[src/hdl/irt_route_trim_regs.svh]
`ifndef IRT_ROUTE_TRIM_REGS_SVH
`define IRT_ROUTE_TRIM_REGS_SVH

// register offsets on the serial register port
`define IRT_OFS_ROUTE      8'h2A
`define IRT_OFS_OFF_PRESS  8'h2B
`define IRT_OFS_OFF_TEMP   8'h2C
`define IRT_OFS_OFF_ALT    8'h2D

// reset values
`define IRT_RST_ROUTE      8'h00
`define IRT_RST_TRIM       8'h00
`define IRT_RST_UNMAPPED   8'h00

// routing bit positions
`define IRT_BIT_DATA_READY   7
`define IRT_BIT_FIFO         6
`define IRT_BIT_PRESS_WIN    5
`define IRT_BIT_TEMP_WIN     4
`define IRT_BIT_PRESS_THR    3
`define IRT_BIT_TEMP_THR     2
`define IRT_BIT_PRESS_CHG    1
`define IRT_BIT_TEMP_CHG     0

// number of interrupt sources and register width
`define IRT_NUM_SRC        8
`define IRT_REG_W          8

// compensated output widths and trim scaling (left shift of trim LSB)
`define IRT_PRESS_W        20
`define IRT_TEMP_W         12
`define IRT_ALT_W          20
`define IRT_PRESS_SHIFT    4
`define IRT_TEMP_SHIFT     0
`define IRT_ALT_SHIFT      4

`endif

[src/hdl/irt_pkg.sv]
`include "irt_route_trim_regs.svh"

package irt_pkg;

   typedef logic [`IRT_NUM_SRC-1:0] irt_src_vec_t;

   typedef struct packed {
      logic [`IRT_REG_W-1:0]   route;
      logic [`IRT_REG_W-1:0]   off_press;
      logic [`IRT_REG_W-1:0]   off_temp;
      logic [`IRT_REG_W-1:0]   off_alt;
      logic [`IRT_REG_W-1:0]   rdata;
      logic                    pin_first;
      logic                    pin_second;
      logic [`IRT_PRESS_W-1:0] press;
      logic [`IRT_TEMP_W-1:0]  temp;
      logic [`IRT_ALT_W-1:0]   alt;
   } irt_state_t;

endpackage : irt_pkg

[src/hdl/irt_pin_if.sv]
`timescale 1ns/1ps
`default_nettype none

interface irt_pin_if;
   irt_pkg::irt_src_vec_t src;
   irt_pkg::irt_src_vec_t enable;
   irt_pkg::irt_src_vec_t route;
   logic                  polarity;
   logic                  level;

   modport core  (output src, output enable, output route, output polarity, input level);
   modport drive (input src, input enable, input route, input polarity, output level);
endinterface : irt_pin_if

`default_nettype wire

[src/hdl/irt_pin_drive.sv]
`timescale 1ns/1ps
`default_nettype none

// next level of one interrupt pin from its routed, enabled sources
module irt_pin_drive #(
   parameter bit FIRST_PIN = 1'b1
) (
   irt_pin_if.drive pin
);
   irt_pkg::irt_src_vec_t routed;
   logic                  active;

   // route bit 1 selects the first pin, 0 the second
   assign routed = FIRST_PIN ? pin.route : ~pin.route;
   // disabled sources are masked before the or
   assign active = |(pin.src & pin.enable & routed);
   // polarity 1 asserts high, 0 asserts low
   assign pin.level = pin.polarity ? active : ~active;
endmodule : irt_pin_drive

`default_nettype wire

[src/hdl/irt_route_trim.sv]
// Contract
// - one routing bit per source chooses which interrupt pin it drives.
// - routing bit 0 sends source to second pin, 1 to first pin.
// - bits 7..0: ready, fifo, p/t window, p/t threshold, p/t change; reset 0.
// - sources sharing a pin are ORed onto it.
// - pressure trim is signed 8-bit, 4 Pa per count.
// - temperature trim is signed 8-bit, 0.0625 C per count.
// - altitude trim is signed 8-bit whole meters.
// - altitude trim shifts the reported altitude.
// - only enabled sources reach either pin.
// - pin polarity 0 asserts low (reset), 1 asserts high.
`include "irt_route_trim_regs.svh"
`timescale 1ns/1ps
`default_nettype none

module irt_route_trim #(
   parameter int PRESS_W = `IRT_PRESS_W,
   parameter int TEMP_W  = `IRT_TEMP_W,
   parameter int ALT_W   = `IRT_ALT_W
) (
   input  wire logic                    core_clk,
   input  wire logic                    arst_n,
   input  wire logic [7:0]              reg_addr,
   input  wire logic                    reg_wr,
   input  wire logic [7:0]              reg_wdata,
   output logic      [7:0]              reg_rdata,
   input  wire logic [7:0]              irq_src,
   input  wire logic [7:0]              irq_enable,
   input  wire logic                    first_pin_polarity,
   input  wire logic                    second_pin_polarity,
   output logic                         first_irq_pin,
   output logic                         second_irq_pin,
   input  wire logic [PRESS_W-1:0]      press_comp,
   input  wire logic [TEMP_W-1:0]       temp_comp,
   input  wire logic [ALT_W-1:0]        alt_comp,
   output logic      [PRESS_W-1:0]      press_out,
   output logic      [TEMP_W-1:0]       temp_out,
   output logic      [ALT_W-1:0]        alt_out,
   output logic      [7:0]              route_sel
);

   // the state struct is laid out for the default widths only
   if (PRESS_W != `IRT_PRESS_W || TEMP_W != `IRT_TEMP_W || ALT_W != `IRT_ALT_W)
   begin : g_bad_width
      $error("irt_route_trim: output widths must match the state layout");
   end

   irt_pkg::irt_state_t st_r;
   irt_pkg::irt_state_t st_nxt;

   irt_pin_if pin_first_if ();
   irt_pin_if pin_second_if ();

   assign pin_first_if.src       = irq_src;
   assign pin_first_if.enable    = irq_enable;
   assign pin_first_if.route     = st_r.route;
   assign pin_first_if.polarity  = first_pin_polarity;
   assign pin_second_if.src      = irq_src;
   assign pin_second_if.enable   = irq_enable;
   assign pin_second_if.route    = st_r.route;
   assign pin_second_if.polarity = second_pin_polarity;

   irt_pin_drive #(
      .FIRST_PIN (1'b1)
   ) u_drive_first (
      .pin (pin_first_if.drive)
   );

   irt_pin_drive #(
      .FIRST_PIN (1'b0)
   ) u_drive_second (
      .pin (pin_second_if.drive)
   );

   // sign-extended trims; pressure and altitude shifted left by 4, temperature unscaled
   logic [PRESS_W-1:0] press_trim;
   logic [TEMP_W-1:0]  temp_trim;
   logic [ALT_W-1:0]   alt_trim;

   assign press_trim = {{(PRESS_W-8-`IRT_PRESS_SHIFT){st_r.off_press[7]}},
                        st_r.off_press, {`IRT_PRESS_SHIFT{1'b0}}};
   assign temp_trim  = {{(TEMP_W-8){st_r.off_temp[7]}}, st_r.off_temp};
   assign alt_trim   = {{(ALT_W-8-`IRT_ALT_SHIFT){st_r.off_alt[7]}},
                        st_r.off_alt, {`IRT_ALT_SHIFT{1'b0}}};

   always_comb
   begin
      st_nxt = st_r;
      if (reg_wr)
      begin
         unique case (reg_addr)
            `IRT_OFS_ROUTE:     st_nxt.route     = reg_wdata;
            `IRT_OFS_OFF_PRESS: st_nxt.off_press = reg_wdata;
            `IRT_OFS_OFF_TEMP:  st_nxt.off_temp  = reg_wdata;
            `IRT_OFS_OFF_ALT:   st_nxt.off_alt   = reg_wdata;
            default:            st_nxt.route     = st_r.route;
         endcase
      end
      unique case (reg_addr)
         `IRT_OFS_ROUTE:     st_nxt.rdata = st_r.route;
         `IRT_OFS_OFF_PRESS: st_nxt.rdata = st_r.off_press;
         `IRT_OFS_OFF_TEMP:  st_nxt.rdata = st_r.off_temp;
         `IRT_OFS_OFF_ALT:   st_nxt.rdata = st_r.off_alt;
         default:            st_nxt.rdata = `IRT_RST_UNMAPPED;
      endcase
      st_nxt.pin_first  = pin_first_if.level;
      st_nxt.pin_second = pin_second_if.level;
      st_nxt.press = press_comp + press_trim;
      st_nxt.temp  = temp_comp + temp_trim;
      st_nxt.alt   = alt_comp + alt_trim;
   end

   always_ff @(posedge core_clk or negedge arst_n)
   begin
      if (!arst_n)
      begin
         st_r.route      <= `IRT_RST_ROUTE;
         st_r.off_press  <= `IRT_RST_TRIM;
         st_r.off_temp   <= `IRT_RST_TRIM;
         st_r.off_alt    <= `IRT_RST_TRIM;
         st_r.rdata      <= `IRT_RST_UNMAPPED;
         // idle level for the reset polarity (active low)
         st_r.pin_first  <= 1'b1;
         st_r.pin_second <= 1'b1;
         st_r.press      <= '0;
         st_r.temp       <= '0;
         st_r.alt        <= '0;
      end
      else
      begin
         st_r <= st_nxt;
      end
   end

   assign reg_rdata      = st_r.rdata;
   assign first_irq_pin  = st_r.pin_first;
   assign second_irq_pin = st_r.pin_second;
   assign press_out      = st_r.press;
   assign temp_out       = st_r.temp;
   assign alt_out        = st_r.alt;
   assign route_sel      = st_r.route;

   // assertions
   logic [7:0] first_hits;
   logic [7:0] second_hits;
   assign first_hits  = irq_src & irq_enable & st_r.route;
   assign second_hits = irq_src & irq_enable & ~st_r.route;
endmodule : irt_route_trim

`default_nettype wire

[config.mk]
export PLATFORM = sky130hd
export DESIGN_NAME = irt_route_trim
export DESIGN_NICKNAME = d
export VERILOG_FILES = /design/src/hdl/irt_pkg.sv /design/src/hdl/irt_pin_if.sv /design/src/hdl/irt_pin_drive.sv /design/src/hdl/irt_route_trim.sv
export VERILOG_INCLUDE_DIRS = /design/src /design/src/hdl
export SDC_FILE = /design/constraint.sdc
export NUM_CORES = 1
export LEC_CHECK = 0
export BUFFER_PORTS_ARGS = -buffer_cell sky130_fd_sc_hd__buf_2
export CORE_AREA = 2 2 112 114
export CTS_CLUSTER_SIZE = 20
export DETAILED_ROUTE_END_ITERATION = 8
export DIE_AREA = 0 0 114 116
export GPL_TIMING_DRIVEN = 0
export PLACE_DENSITY = 0.83
export SYNTH_ARGS = -nofsm -noshare
export SYNTH_HDL_FRONTEND = slang
export SYNTH_SLANG_ARGS = --single-unit
[constraint.sdc]
create_clock -name core_clk -period 2.34 [get_ports core_clk]
set_input_delay 0.351 -clock core_clk [delete_from_list [all_inputs] [get_ports core_clk]]
set_output_delay 0.351 -clock core_clk [all_outputs]
set_load 0.01 [all_outputs]
After elaboration in Yosys (flattened, before gate mapping)
Cells that the tools add are included.
{"block": "totals", "regBits": 94, "in_bits": 89, "wordCells": 32}
{"block": "op_classes", "n_addsub": 3, "n_eq_ne": 4, "mux": 3, "bitwise": 6, "n_reduce_logical": 6}
{"cell": "20-bit adder", "count": 2}
{"cell": "8-bit by 6-bit equality test with 1-bit output, second input constant", "count": 4}
{"cell": "8-bit case mux with 4 select lines", "count": 1}
{"cell": "8-bit AND", "count": 3}
{"cell": "8-bit OR reduction", "count": 2}
{"cell": "12-bit adder", "count": 1}
{"cell": "8-bit inverter", "count": 1}
{"cell": "2-bit AND reduction", "count": 4}
{"cell": "1-bit 2-to-1 mux", "count": 2}
{"cell": "1-bit inverter", "count": 2}

Depth between registers and ports, before layout
{"block": "depth", "depth_word": 5, "ltp_mapped": 8, "depth_no_buf": 8}

Modules after synthesis
A second synthesis with hierarchy kept.
{"block": "hier_totals", "cells_unflattened": 498, "area_unflattened_um2": 5624.1}
{"module": "irt_route_trim", "n_inst": 1, "cells_each": 474, "area_per_inst_um2": 5476.5}
{"module": "irt_pin_drive at u_drive_second", "n_inst": 1, "cells_each": 14, "area_per_inst_um2": 76.3}
{"module": "irt_pin_drive at u_drive_first", "n_inst": 1, "cells_each": 10, "area_per_inst_um2": 71.3}

Worst setup path before layout
OpenSTA, ideal clock, no wires.
{"block": "synth_path", "path_type": "register -> register", "from": "register st_r, in the netlist alt_trim[4]", "to": "register st_r, in the netlist alt_out[18]", "setup_ns": 0.080, "arrival_ns": 2.191, "path_slack_ns": 0.069, "path_stages_with_launch": 9, "path_buffers": 0, "path_cell_list": "dfrtp_1 ha_1 fa_1 a21o_1 a211oi_2 nor2_1 a221o_1 a221oi_2 xnor2_1"}
{"element": "start, declared", "line": "irt_route_trim.sv:48", "rtl": "irt_pkg::irt_state_t st_r;"}
{"element": "start signal, assigned", "line": "irt_route_trim.sv:131", "rtl": "st_r <= st_nxt;"}

==> results.ini <==
[floorplanning]
die_w_um = 114
boundaryPins = 159
core_area_mm2 = 0.0119
rows = 40
start_util = 0.473
die_h_um = 116
die_area_mm2 = 0.0132

[clocking]
cts_root_buf = clkbuf_16
clockBufferDepth = 2
htree_levels = 3
clkTransAtPathRegs_ps = 60
clk_latency_ps = 340
cts_buffers = 9
cts.sinks = 94
cts_tree = done

[run]
maxCapViolCount = 0

[drt]
wirelength_mm = 13.3
drc = 0
first_pass_iters = 4
avgRoutedWirePerCell_um = 15.9
drt-initial-drc-count = 213
num_vias = 4366
final_antenna_net_count = 0
viasPerCell = 5.23

[place]
place_hpwl_mm = 10.4
io_buffers = 158
gp_congestion = 0.824
place_ws_ps = -218
place_area_mm2 = 0.00664

[synth]
netlist_area_mm2 = 0.00563
synth-edff-count = 0
synthTopCellsByArea = dfrtp_1 (41%), ha_1 (9.1%), buf_4 (9.1%)
async_reset_ff_frac = 1.00
yosysTopAreaCellShare = 0.409
synth_seq_cells = 94
synthCells = 507
yosys_warnings = 0
synth.net_count = 640
yosys_most_used_dff = dfrtp_1
synth.top_cells.by_count = dfrtp_1 (92), buf_4 (68), ha_1 (41), mux2_2 (32), a21oi_1 (29)
synth_most_common_cell = dfrtp_1
synth_top_area_cell = dfrtp_1
ys_seq_area_frac = 0.418
synth_area_per_cell_um2 = 11.1
yosys.cell_types.count = 57

[global_route]
grt_max_degree = 66
grt_usage = 0.202
grt_pass1_vias = 4283
antenna_found_initial = 0
overflow = 0
grt_pass1_wl_mm = 20.7

[worst_setup_path]
cp-end-kind = flip-flop
crit_required_ps = 2600
arrival_ps = 2570
path_max_fanout = 3
r2r_slack_ps = 30
startpoint_type = flip-flop
crit_type = reg2reg

[outcome]
outcome = complete, no violations

[layout]
filler_cell_count = 1017
drive_gt1_frac = 0.447
stdcell_area_mm2 = 0.00702
multi_input_area_mm2 = 0.00274
final_core_util = 0.589
nets = 815
seqCellArea_mm2 = 0.00236
area_growth_pct = 24.6

[timing]
setup_viol = 0
fin_tns_setup_ps = 0
rsz0062_at_grt = yes
hold_violations = 0
clock.fmax_mhz = 433
timing.final.max_slew_violations = 0
skew_ps = 6.46
setup_ws_ps = 29.0
fin_crit_sh = 0.988
slew_headroom = 0.649
hold_ws_ps = 111
period_minus_slack_ps = 2310
worstMarginPinSlew_ps = 522

[power]
p_leak_nw = 3.68
power_density_mw_per_mm2 = 604
peakVddDrop_mv = 0.290

[hold_path]
hold_path.class = in2reg

==> where the power goes <==
| part | internal [mW] | switching [mW] | total (mW) |
|---|---|---|---|
| logic | 0.496 | 0.467 | 0.963 |
| clock network | 0.826 | 0.609 | 1.44 |
| registers | 1.77 | 0.0721 | 1.84 |
==> cells in the final DEF, fill, tap and decap left out, types with 14 or more instances in the layout <==
cell / netlist / routed
nand2_1: 15 / 15
xnor2_1: 25 / 25
mux2i_1: 18 / 18
mux2_2: 32 / 32
buf_2: 3 / 160
nand3_1: 18 / 18
dfrtp_1: 92 / 91
inv_1: 14 / 14
nor2_1: 21 / 20
ha_1: 41 / 39
buf_4: 68 / 72
a21oi_1: 29 / 29
==> routing by layer <==
metal | share of wire | track usage | routed length (um) | up-vias
met2 | 0.51 | 0.350 | 6790 | 127
met5 | 0 | 0 | 0 | -
met4 | 0.023 | 0.0764 | 307 | 0
li1 | - | - | - | 2119
met1 | 0.42 | 0.251 | 5580 | 2095
met3 | 0.045 | 0.0382 | 601 | 25
==> worst paths after layout <==
kind	end	cells past startpoint	start
min in group asynchronous	temp_out[9]$_DFF_PN0_	2	arst_n
hold / removal	alt_out[2]$_DFF_PN0_	1	alt_comp[2]
setup reg to reg	alt_out[18]$_DFF_PN0_	8	alt_trim[4]$_DFFE_PN0P_
setup / recovery	alt_out[18]$_DFF_PN0_	8	alt_trim[4]$_DFFE_PN0P_
max in group asynchronous	second_irq_pin$_DFF_PN1_	3	arst_n
hold reg to reg	press_out[4]$_DFF_PN0_	1	press_trim[4]$_DFFE_PN0P_
==> stage by stage <==
step           instances  total power [mW]
4_1_cts              832              4.26
5_1_grt              834              4.43
3_5_place_dp         813              2.82
3_3_place_gp         812              2.77
6_report             835              4.24
2_1_floorplan        507              2.46
==> final cells by class <==
type | count | area share
well taps | 147 | 0.0262
inverters | 14 | 0.00749
flip-flops and latches | 94 | 0.336
clock inverters | 4 | 0.00677
clock buffers | 12 | 0.0337
repair buffers | 164 | 0.123
multi-input cells | 325 | 0.390
plain buffers | 74 | 0.0765
diodes | 1 | 0.000357
==> kinds of logic (layout without fill, tap and decap cells) <==
family,Yosys count,after routing,synth area share
buf+inv,88,268,0.105
compound gates,101,101,0.127
other cells,0,1,0
simple gates,93,93,0.0948
fa+ha+maj,44,44,0.102
mux,50,50,0.0960
flops,94,94,0.418
xor+xnor,37,37,0.0575
==> sequential cells by signal, indices dropped and copies added, names as in the netlist <==
| register | count |
|---|---|
| alt_out | 20 |
| press_out | 20 |
| temp_out | 12 |
| alt_trim | 8 |
| press_trim | 8 |
| reg_rdata | 8 |
| route_sel | 8 |
| st_r | 8 |
| first_irq_pin | 1 |
| second_irq_pin | 1 |
==> worst max-delay path, stage by stage (launching register included) <==
cell,delay [ps]
dfrtp_1,420
ha_4,190
fa_2,330
a21o_1,210
a211oi_2,210
nor2_2,60
a221o_1,360
a221oi_2,280
xnor2_1,160
==> what timing repair did <==
| action | 4_1_cts | 5_1_grt |
|---|---|---|
| setup endpoints to repair | 3 | 8 |
| hold buffers | 1 | 0 |
| gates resized for setup | 6 | 7 |
| endpoints found under the hold margin | 29 | 0 |
| buffers inserted | 2 | 2 |
| pin swaps | 7 | 4 |
No activity file was read; power rests on OpenSTA's default activity.
